## src/rtl/ptc_pkg.sv

```systemverilog
/*
 * Constants for the programmable timer cell: preset word layout, time
 * base codes, prescaler counts and operation modes.
 * Assumes a 20 MHz system clock.
 */
package ptc_pkg;
    localparam int unsigned CLK_HZ = 20_000_000;
    // Shortest time base, in Hz (0.01 s); longer bases are decades of it
    localparam int unsigned BASE0_HZ = 100;
    localparam int unsigned BASE0_CYCLES = CLK_HZ / BASE0_HZ;
    localparam int unsigned DECADE = 10;
    localparam int PRESC_W = 18;
    localparam int DEC_W = 4;
    localparam int DEC_STAGES = 3;
    // Preset word layout
    localparam int WORD_W = 16;
    localparam int DIGIT_W = 4;
    localparam int BCD_W = 12;
    localparam int BASE_LSB = 12;
    localparam int BASE_W = 2;
    localparam int COUNT_W = 10;
    localparam logic [COUNT_W-1:0] COUNT_MAX = 10'h3E7;
    localparam logic [BASE_W-1:0] BASE_10MS = 2'h0;
    localparam logic [BASE_W-1:0] BASE_100MS = 2'h1;
    localparam logic [BASE_W-1:0] BASE_1S = 2'h2;
    localparam logic [BASE_W-1:0] BASE_10S = 2'h3;

    typedef enum logic [2:0] {
        PTC_MODE_PULSE = 3'h1,
        PTC_MODE_EXT = 3'h2,
        PTC_MODE_ONDLY = 3'h4
    } ptc_mode_t;

    typedef enum logic [1:0] {
        PTC_ST_IDLE = 2'h1,
        PTC_ST_RUN = 2'h2
    } ptc_state_t;
endpackage : ptc_pkg

```

## src/rtl/ptc_tick_gen.sv

```systemverilog
/*
 * Free-running time base prescaler: one pulse each 0.01 s, then three
 * decade stages giving 0.1 s, 1 s and 10 s pulses.
 * Assumes one clock, synchronous active-low reset and a clock enable.
 */
`timescale 1ns/1ns
module ptc_tick_gen
    import ptc_pkg::*;
#(
    parameter int unsigned BASE_CYCLES = BASE0_CYCLES
) (
    // Clock and reset
    input wire logic core_clk_i,
    input wire logic rst_n_i,
    input wire logic clk_en_i,
    // Tick pulses, one per time base code
    output logic [3:0] tick_o
);
    logic [PRESC_W-1:0] presc_q;
    logic [DEC_W-1:0] dec_q [DEC_STAGES];
    logic [3:0] tick_d;

    always_comb begin
        tick_d[0] = (presc_q == PRESC_W'(BASE_CYCLES - 1));
        for (int i = 0; i < DEC_STAGES; i++) begin
            tick_d[i+1] = tick_d[i] && (dec_q[i] == DEC_W'(DECADE - 1));
        end
    end

    // Prescaler runs whenever enabled and is never reset by starts, so base ticks are unrelated to start edges
    always_ff @(posedge core_clk_i) begin
        if (!rst_n_i) begin
            presc_q <= '0;
            for (int i = 0; i < DEC_STAGES; i++) dec_q[i] <= '0;
        end else if (clk_en_i) begin
            presc_q <= tick_d[0] ? '0 : presc_q + PRESC_W'(1);
            for (int i = 0; i < DEC_STAGES; i++) begin
                if (tick_d[i]) begin
                    dec_q[i] <= tick_d[i+1] ? '0 : dec_q[i] + DEC_W'(1);
                end
            end
        end
    end

    assign tick_o = tick_d;
endmodule : ptc_tick_gen

```

## src/rtl/ptc_timer_cell.sv

```systemverilog
/*
 * Timer cell: pulse, extended pulse and on-delay modes, three-digit BCD
 * preset with two-bit time base, binary and coded value outputs.
 * Assumes the operation strobes come from execution logic on core_clk_i.
 */
// Overview of operation
// Counting runs on base ticks, independent of the program's evaluations.
// Program should not start a timer from its own status.
// Start operations act only on a 0-to-1 edge of the logic result.
// Running timer decrements once per base period, stops at zero.
// A start edge while running reloads the preset and restarts.
// Pulse mode: rising edge starts; steady 1 leaves the timer alone.
// Pulse mode: result 0 clears timer; status 1 only while running.
// Extended pulse: result 0 ignored; status 1 while running.
// On-delay: status 1 after expiry while result still 1.
// On-delay: result 0 clears count; steady 1 leaves count alone.
// Base code 0..3 selects 0.01 s, 0.1 s, 1 s or 10 s.
// Outputs give remaining count in binary and BCD with base.
// Preset word: three BCD digits low, base code in bits 13:12.
// Current value readable any time, binary or coded.
// Preset bits 15 and 14 are ignored.
// Preset spans 0 to 999, accurate within one base period.
// Free-running prescaler; synchronous reset clears all state.
// Edge found by comparing result with that of previous evaluation.
`timescale 1ns/1ns
module ptc_timer_cell
    import ptc_pkg::*;
#(
    parameter int unsigned BASE_CYCLES = BASE0_CYCLES
) (
    // Clock, reset, enable
    input wire logic core_clk_i,
    input wire logic rst_n_i,
    input wire logic clk_en_i,
    // Timer operation from execution logic
    input wire logic op_valid_i,
    input wire ptc_pkg::ptc_mode_t op_mode_i,
    input wire logic logic_result_bit_i,
    input wire logic [ptc_pkg::WORD_W-1:0] constant_time_preset_i,
    // Status and value outputs
    output logic status_o,
    output logic running_o,
    output logic [ptc_pkg::WORD_W-1:0] binary_value_out_o,
    output logic [ptc_pkg::WORD_W-1:0] bcd_value_out_o
);
    import ptc_pkg::*;

    // Three BCD digits to binary; digits above 9 saturate at 9
    function automatic logic [COUNT_W-1:0] bcd_to_bin(
        input logic [BCD_W-1:0] b);
        logic [COUNT_W-1:0] d [3];
        d[0] = '0;
        d[1] = '0;
        d[2] = '0;
        for (int i = 0; i < 3; i++) begin
            d[i] = (b[i*DIGIT_W +: DIGIT_W] > 4'h9) ? 10'h009
                : COUNT_W'(b[i*DIGIT_W +: DIGIT_W]);
        end
        return COUNT_W'(d[2] * 10'h064) + COUNT_W'(d[1] * 10'h00A) + d[0];
    endfunction : bcd_to_bin

    // Binary 0..999 to three BCD digits
    function automatic logic [BCD_W-1:0] bin_to_bcd(
        input logic [COUNT_W-1:0] v);
        logic [COUNT_W-1:0] r;
        logic [DIGIT_W-1:0] h;
        logic [DIGIT_W-1:0] t;
        r = v;
        h = DIGIT_W'(r / 10'h064);
        r = COUNT_W'(r % 10'h064);
        t = DIGIT_W'(r / 10'h00A);
        r = COUNT_W'(r % 10'h00A);
        return {h, t, DIGIT_W'(r)};
    endfunction : bin_to_bcd

    logic [3:0] tick;
    ptc_state_t state_q;
    ptc_mode_t mode_q;
    logic prev_rlo_q;
    logic expired_q;
    logic [COUNT_W-1:0] count_q;
    logic [COUNT_W-1:0] preset_q;
    logic [BASE_W-1:0] base_q;
    logic rise;
    logic fall;
    logic base_tick;
    logic [COUNT_W-1:0] new_preset;
    logic [BASE_W-1:0] new_base;
    logic status_d;

    ptc_tick_gen #(
        .BASE_CYCLES(BASE_CYCLES)
    ) u_tick (
        .core_clk_i(core_clk_i),
        .rst_n_i(rst_n_i),
        .clk_en_i(clk_en_i),
        .tick_o(tick)
    );

    assign rise = op_valid_i && logic_result_bit_i && !prev_rlo_q;
    assign fall = op_valid_i && !logic_result_bit_i && prev_rlo_q;
    assign base_tick = tick[base_q];
    // Top two preset bits are simply not picked up
    assign new_preset =
        bcd_to_bin(constant_time_preset_i[BCD_W-1:0]);
    assign new_base = constant_time_preset_i[BASE_LSB +: BASE_W];

    // Result seen at the previous evaluation of this timer
    always_ff @(posedge core_clk_i) begin
        if (!rst_n_i) begin
            prev_rlo_q <= 1'b0;
        end else if (clk_en_i && op_valid_i) begin
            prev_rlo_q <= logic_result_bit_i;
        end
    end

    // Count, mode and state
    always_ff @(posedge core_clk_i) begin
        if (!rst_n_i) begin
            state_q <= PTC_ST_IDLE;
            mode_q <= PTC_MODE_PULSE;
            count_q <= '0;
            preset_q <= '0;
            base_q <= BASE_10MS;
            expired_q <= 1'b0;
        end else if (clk_en_i) begin
            if (rise) begin
                // Restart from the preset whether idle or running
                state_q <= PTC_ST_RUN;
                mode_q <= op_mode_i;
                preset_q <= new_preset;
                count_q <= new_preset;
                base_q <= new_base;
                expired_q <= (new_preset == '0);
                if (new_preset == '0) state_q <= PTC_ST_IDLE;
            end else if (fall && op_mode_i != PTC_MODE_EXT) begin
                state_q <= PTC_ST_IDLE;
                count_q <= '0;
                expired_q <= 1'b0;
            end else begin
                case (state_q)
                    PTC_ST_RUN: begin
                        // Decrement only on base ticks; not tied to ops
                        if (base_tick) begin
                            count_q <= count_q - COUNT_W'(1);
                            if (count_q == COUNT_W'(1)) begin
                                state_q <= PTC_ST_IDLE;
                                expired_q <= 1'b1;
                            end
                        end
                    end
                    PTC_ST_IDLE: begin
                        state_q <= PTC_ST_IDLE;
                    end
                    default: begin
                        state_q <= PTC_ST_IDLE;
                    end
                endcase
            end
        end
    end

    always_comb begin
        case (mode_q)
            PTC_MODE_PULSE: status_d = (state_q == PTC_ST_RUN);
            PTC_MODE_EXT: status_d = (state_q == PTC_ST_RUN);
            PTC_MODE_ONDLY: status_d = expired_q && prev_rlo_q;
            default: status_d = 1'b0;
        endcase
    end

    // Registered outputs
    always_ff @(posedge core_clk_i) begin
        if (!rst_n_i) begin
            status_o <= 1'b0;
            running_o <= 1'b0;
            binary_value_out_o <= '0;
            bcd_value_out_o <= '0;
        end else if (clk_en_i) begin
            status_o <= status_d;
            running_o <= (state_q == PTC_ST_RUN);
            binary_value_out_o <= WORD_W'(count_q);
            bcd_value_out_o <= {2'h0, base_q, bin_to_bcd(count_q)};
        end
    end

    property p_rise_loads;
        @(posedge core_clk_i) disable iff (!rst_n_i)
        (clk_en_i && rise && new_preset != '0) |=>
            state_q == PTC_ST_RUN && count_q == $past(new_preset);
    endproperty
    a_rise_loads: assert property (p_rise_loads)
        else $error("start edge did not load the preset");

    property p_steady_no_reload;
        @(posedge core_clk_i) disable iff (!rst_n_i)
        (clk_en_i && op_valid_i && logic_result_bit_i && prev_rlo_q &&
         !base_tick) |=> count_q == $past(count_q);
    endproperty
    a_steady_no_reload: assert property (p_steady_no_reload)
        else $error("steady result disturbed the count");

    property p_fall_clears;
        @(posedge core_clk_i) disable iff (!rst_n_i)
        (clk_en_i && fall && op_mode_i != PTC_MODE_EXT) |=>
            count_q == '0 && state_q == PTC_ST_IDLE ##1 running_o == 1'b0;
    endproperty
    a_fall_clears: assert property (p_fall_clears)
        else $error("falling result did not clear the timer");

    property p_ext_ignores_fall;
        @(posedge core_clk_i) disable iff (!rst_n_i)
        (clk_en_i && fall && op_mode_i == PTC_MODE_EXT &&
         state_q == PTC_ST_RUN && !base_tick) |=> state_q == PTC_ST_RUN;
    endproperty
    a_ext_ignores_fall: assert property (p_ext_ignores_fall)
        else $error("extended pulse stopped by falling result");

    property p_decrement;
        @(posedge core_clk_i) disable iff (!rst_n_i)
        (clk_en_i && state_q == PTC_ST_RUN && base_tick && !rise && !fall)
            |=> count_q == $past(count_q) - COUNT_W'(1);
    endproperty
    a_decrement: assert property (p_decrement)
        else $error("count did not step down on base tick");

    property p_hold_no_tick;
        @(posedge core_clk_i) disable iff (!rst_n_i)
        (clk_en_i && !base_tick && !rise && !fall) |=> $stable(count_q);
    endproperty
    a_hold_no_tick: assert property (p_hold_no_tick)
        else $error("count changed without a base tick");

    property p_ondly_status;
        @(posedge core_clk_i) disable iff (!rst_n_i)
        (clk_en_i && mode_q == PTC_MODE_ONDLY && state_q == PTC_ST_RUN)
            |=> !status_o;
    endproperty
    a_ondly_status: assert property (p_ondly_status)
        else $error("on-delay status set before expiry");

    property p_bcd_out;
        @(posedge core_clk_i) disable iff (!rst_n_i)
        clk_en_i |=> bcd_value_out_o[BASE_LSB +: BASE_W] == $past(base_q)
            && binary_value_out_o[COUNT_W-1:0] == $past(count_q);
    endproperty
    a_bcd_out: assert property (p_bcd_out)
        else $error("value outputs do not follow the count");

    property p_range;
        @(posedge core_clk_i) disable iff (!rst_n_i)
        count_q <= COUNT_MAX;
    endproperty
    a_range: assert property (p_range)
        else $error("count beyond 999");

    property p_count_le_preset;
        @(posedge core_clk_i) disable iff (!rst_n_i)
        count_q <= preset_q;
    endproperty
    a_count_le_preset: assert property (p_count_le_preset)
        else $error("count above the loaded preset");

    property p_pulse_status;
        @(posedge core_clk_i) disable iff (!rst_n_i)
        (clk_en_i && mode_q == PTC_MODE_PULSE) |=> status_o == running_o;
    endproperty
    a_pulse_status: assert property (p_pulse_status)
        else $error("pulse status differs from running");

    property p_ext_status;
        @(posedge core_clk_i) disable iff (!rst_n_i)
        (clk_en_i && mode_q == PTC_MODE_EXT) |=> status_o == running_o;
    endproperty
    a_ext_status: assert property (p_ext_status)
        else $error("extended pulse status differs from running");

    property p_ondly_needs_result;
        @(posedge core_clk_i) disable iff (!rst_n_i)
        (clk_en_i && mode_q == PTC_MODE_ONDLY && !prev_rlo_q)
            |=> !status_o;
    endproperty
    a_ondly_needs_result: assert property (p_ondly_needs_result)
        else $error("on-delay status set with result low");

    property p_ondly_expired;
        @(posedge core_clk_i) disable iff (!rst_n_i)
        (clk_en_i && mode_q == PTC_MODE_ONDLY && expired_q && prev_rlo_q)
            |=> status_o;
    endproperty
    a_ondly_expired: assert property (p_ondly_expired)
        else $error("on-delay status missing after expiry");

    property p_idle_stays;
        @(posedge core_clk_i) disable iff (!rst_n_i)
        (clk_en_i && state_q == PTC_ST_IDLE && !rise)
            |=> state_q == PTC_ST_IDLE;
    endproperty
    a_idle_stays: assert property (p_idle_stays)
        else $error("timer started without a rising result");

    property p_enable_freeze;
        @(posedge core_clk_i) disable iff (!rst_n_i)
        !clk_en_i |=> $stable(count_q) && $stable(state_q) &&
            $stable(status_o);
    endproperty
    a_enable_freeze: assert property (p_enable_freeze)
        else $error("state moved while the enable was low");
endmodule : ptc_timer_cell
```

## config.mk

```make
export PLATFORM = sky130hd
export DESIGN_NAME = ptc_timer_cell
export DESIGN_NICKNAME = d
export VERILOG_FILES = /design/src/rtl/ptc_pkg.sv /design/src/rtl/ptc_tick_gen.sv /design/src/rtl/ptc_timer_cell.sv
export SDC_FILE = /design/constraint.sdc
export NUM_CORES = 1
export LEC_CHECK = 0
export BUFFER_PORTS_ARGS = -buffer_cell sky130_fd_sc_hd__buf_2
export CAP_MARGIN = 5
export CORE_ASPECT_RATIO = 0.5
export CORE_MARGIN = 2
export CORE_UTILIZATION = 54
export CTS_CLUSTER_SIZE = 10
export DETAILED_ROUTE_END_ITERATION = 7
export PLACE_DENSITY = 0.77
export RECOVER_POWER = 50
export SLEW_MARGIN = 20
export SYNTH_ARGS = -nofsm -noshare
export SYNTH_HDL_FRONTEND = slang
export SYNTH_SLANG_ARGS = --single-unit
```

## constraint.sdc

```tcl
create_clock -name core_clk_i -period 3.5 [get_ports core_clk_i]
set_input_delay 0.7 -clock core_clk_i [delete_from_list [all_inputs] [get_ports core_clk_i]]
set_output_delay 0.7 -clock core_clk_i [all_outputs]
set_load 0.03 [all_outputs]
```

==> results.json <==
{
  "instances_no_fill": 955,
  "p_per_area_mw_per_mm2": 358,
  "path_clk_slew_ps": 60,
  "worstPathArrival_ps": 3940,
  "seq_power_share": 0.345,
  "cp_data_required_time_ps": 3760,
  "run_status": "finished with violations",
  "grt_usage": 0.280,
  "initial_core_util": 0.569,
  "grt_remaining_overflow": 0,
  "final_layout_size_suffix_gt1_frac": 0.315,
  "grt_max_degree": 44,
  "power_mw": 2.64,
  "final_max_slew_viol_count": 0,
  "grt_pass1_vias": 5175,
  "cts_hold_buf": 0,
  "critPathCaptureType": "flop",
  "pre_cts_slack_ps": -503,
  "synth_seq_area_share": 0.291,
  "routedWlPerCell_um": 16.5,
  "avgSynthCellArea_um2": 8.28,
  "fin_ws_ps": -182,
  "async_reset_ff_frac": 0,
  "crit_fanout": 9,
  "routed_via_density": 5.71,
  "nNetsFinal": 878,
  "drc": 0,
  "drt-total-wl_mm": 15.7,
  "port_buffers": 47,
  "die_height_um": 75.3,
  "hold_viol_final": 0,
  "synthDistinctLibCells": 82,
  "ys.flop_type": "dfxtp_1",
  "synth_edf_count": 12,
  "num_antenna_cells": 0,
  "place_congestion": 0.897,
  "hpwl_mm": 10.1,
  "vias": 5457,
  "p_leak_nw": 3.04,
  "core_mm2": 0.00967,
  "fmax_mhz": 272,
  "antenna_found_initial": 0,
  "tightest_slew_ps": 923,
  "ys_ff_latch": 74,
  "worst_setup_path_start_kind": "flop",
  "design_area_mm2": 0.00739,
  "hp-class": "reg -> reg",
  "vdd_drop_max_v": 0.000275,
  "clockRootBuffer": "clkbuf_16",
  "clock_path_buffers": 2,
  "swShare": 0.285,
  "cts_tree": "done",
  "place_area_mm2": 0.00661,
  "cts-buffers-inserted": 9,
  "rsz0062_at_grt": "true",
  "dieWidth_um": 147,
  "violations": "negative setup slack",
  "setup_viol": 7,
  "place_inst": 921,
  "cap_violations": 0,
  "grt_pass1_wl_mm": 24.4,
  "die_area_mm2": 0.0110,
  "yosys_warnings": 0,
  "ctsHtreeMaxLevel": 3,
  "core.rowCount": 25,
  "insertion_delay_ps": 340,
  "syn_area_mm2": 0.00550,
  "net-switching-power_mw": 0.754,
  "min_period_ps": 3680,
  "first_pass_iters": 5,
  "detail-route-antenna-nets": 0,
  "period_share": 1.05,
  "ios": 58,
  "areaGrowthSynthToFinish_pct": 34.5,
  "p_clk_frac": 0.360,
  "drt-initial-drc-count": 465,
  "synth_cells": 664,
  "critical_path_class": "reg -> reg",
  "cts_sinks": 74,
  "finClkSkew_ps": 4.27,
  "power.internal_mw": 1.89,
  "p_comb_frac": 0.295,
  "slew_headroom": 0.384
}
-- cell type report --
| type | count | area, um^2 |
|---|---|---|
| clock buffer | 14 | 274 |
| clock inverter | 2 | 35.0 |
| fill | 642 | 2280 |
| inverter | 31 | 116 |
| multi-input combinational | 520 | 3880 |
| sequential | 74 | 1620 |
| tap | 135 | 169 |
| timing repair buffer | 179 | 1300 |
-- power by group through the flow --
stage                     combinational, mW  clock (mW)  sequential, mW
final                                 0.779       0.951           0.913
after floorplan                       0.384           0           0.945
after global routing                  0.846       0.987           0.916
after CTS                             0.716       0.959           0.912
after global placement                0.649           0           0.930
after detailed placement              0.667           0           0.931
-- final timing paths --
path	cells after the start	from	slack (ps)	end
worst max-delay path	17	count_q[7]$_SDFFE_PN0P_	-180	bcd_value_out_o[3]$_SDFFE_PN0P_
worst min-delay path	2	bcd_value_out_o[7]$_SDFFE_PN0P_	470	bcd_value_out_o[7]$_SDFFE_PN0P_
worst max register to register	17	count_q[7]$_SDFFE_PN0P_	-180	bcd_value_out_o[3]$_SDFFE_PN0P_
worst min register to register	2	bcd_value_out_o[7]$_SDFFE_PN0P_	470	bcd_value_out_o[7]$_SDFFE_PN0P_
-- cells in the mapped netlist, types with 9 or more instances --
master    instances  share of area
edfxtp_1         12          0.066
nand2b_1         16          0.018
nor2_1           83          0.057
nor2b_1          11          0.013
nand2_1          50          0.034
a21oi_1          35          0.032
inv_1            31          0.021
dfxtp_1          62           0.23
and2_1            9          0.010
nand4_1          11          0.013
xor2_1           15          0.024
a211oi_1         13          0.018
ha_1             34          0.077
nor3_1           11          0.010
clkbuf_1         19          0.013
mux2i_1          19          0.035
o21ai_0          38          0.035
buf_4            11          0.015
xnor2_1          21          0.033
nand3_1          18          0.016
-- registers in the layout, summed over array words and instances (netlist names) --
name / count
bcd_value_out_o: 14
running_o: 1
base_q: 2
expired_q: 1
u_tick.presc_q: 18
mode_q: 3
count_q: 10
u_tick.dec_q: 12
prev_rlo_q: 1
state_q: 2
binary_value_out_o: 9
status_o: 1
-- per-layer routing --
| metal | global-route usage | up-vias | share of wire |
|---|---|---|---|
| met1 | 0.321 | 2556 | 0.41 |
| met2 | 0.516 | 211 | 0.49 |
| met3 | 0.0635 | 61 | 0.058 |
| met5 | 0 | - | 0 |
| met4 | 0.132 | 0 | 0.035 |
| li1 | - | 2629 | - |
-- critical path, stage by stage, from the launching register on --
cell       delay, ps
dfxtp_4          360
buf_6            130
buf_6            130
and3b_1          200
o211a_1          230
a21oi_4          170
nor2_2            70
a221oi_4         310
buf_6            180
a21oi_4           70
a2111oi_4        440
a31oi_4          110
xnor2_1          160
o21ai_1          200
a21oi_2          100
ha_2             180
or4_1            400
o211ai_1         160
-- cell usage in the layout, fill, tap and decap left out, types with 5 or more instances in the layout --
cell	n
a211oi_1	9
a21oi_1	28
a21oi_2	7
and2_1	8
and3_1	5
buf_2	16
buf_4	116
buf_6	13
clkbuf_1	31
clkbuf_16	9
conb_1	8
dfxtp_1	57
edfxtp_1	12
ha_1	25
ha_4	7
inv_1	24
inv_2	7
mux2i_1	19
nand2_1	49
nand2b_1	12
nand3_1	16
nand3b_1	6
nand4_1	11
nor2_1	81
nor2b_1	11
nor3_1	8
o21a_1	6
o21ai_0	32
o21ai_1	7
o21ai_2	6
xnor2_1	21
xor2_1	14
-- per-stage QoR --
| step | setup TNS, ps | util | hold WS [ps] |
|---|---|---|---|
| 6_report | -649 | 0.765 | 475 |
| 5_1_grt | -1690 | 0.765 | 498 |
| 4_1_cts | -380 | 0.750 | 466 |
| 2_1_floorplan | -216 | - | 454 |
| 3_5_place_dp | -3400 | 0.684 | 458 |
| 3_3_place_gp | -2330 | 0.684 | 449 |
-- cell families after synthesis --
family,count (synthesis),share of synthesized area
AO/OA/AOI/OAI,162,0.212
other,1,0.000682
multiplexers,20,0.0371
buffers and inverters,77,0.0719
AND/OR/NAND/NOR,254,0.231
XOR/XNOR,36,0.0574
flip-flops,74,0.291
adder cells (fa/ha/maj),40,0.0977
-- what timing repair did --
item                                    CTS  global route
endpoints found under the setup margin    8            11
setup buffers                            15             4
resized for setup                        51            35
pin swaps                                23            26
(Power assumes the default switching activity.)
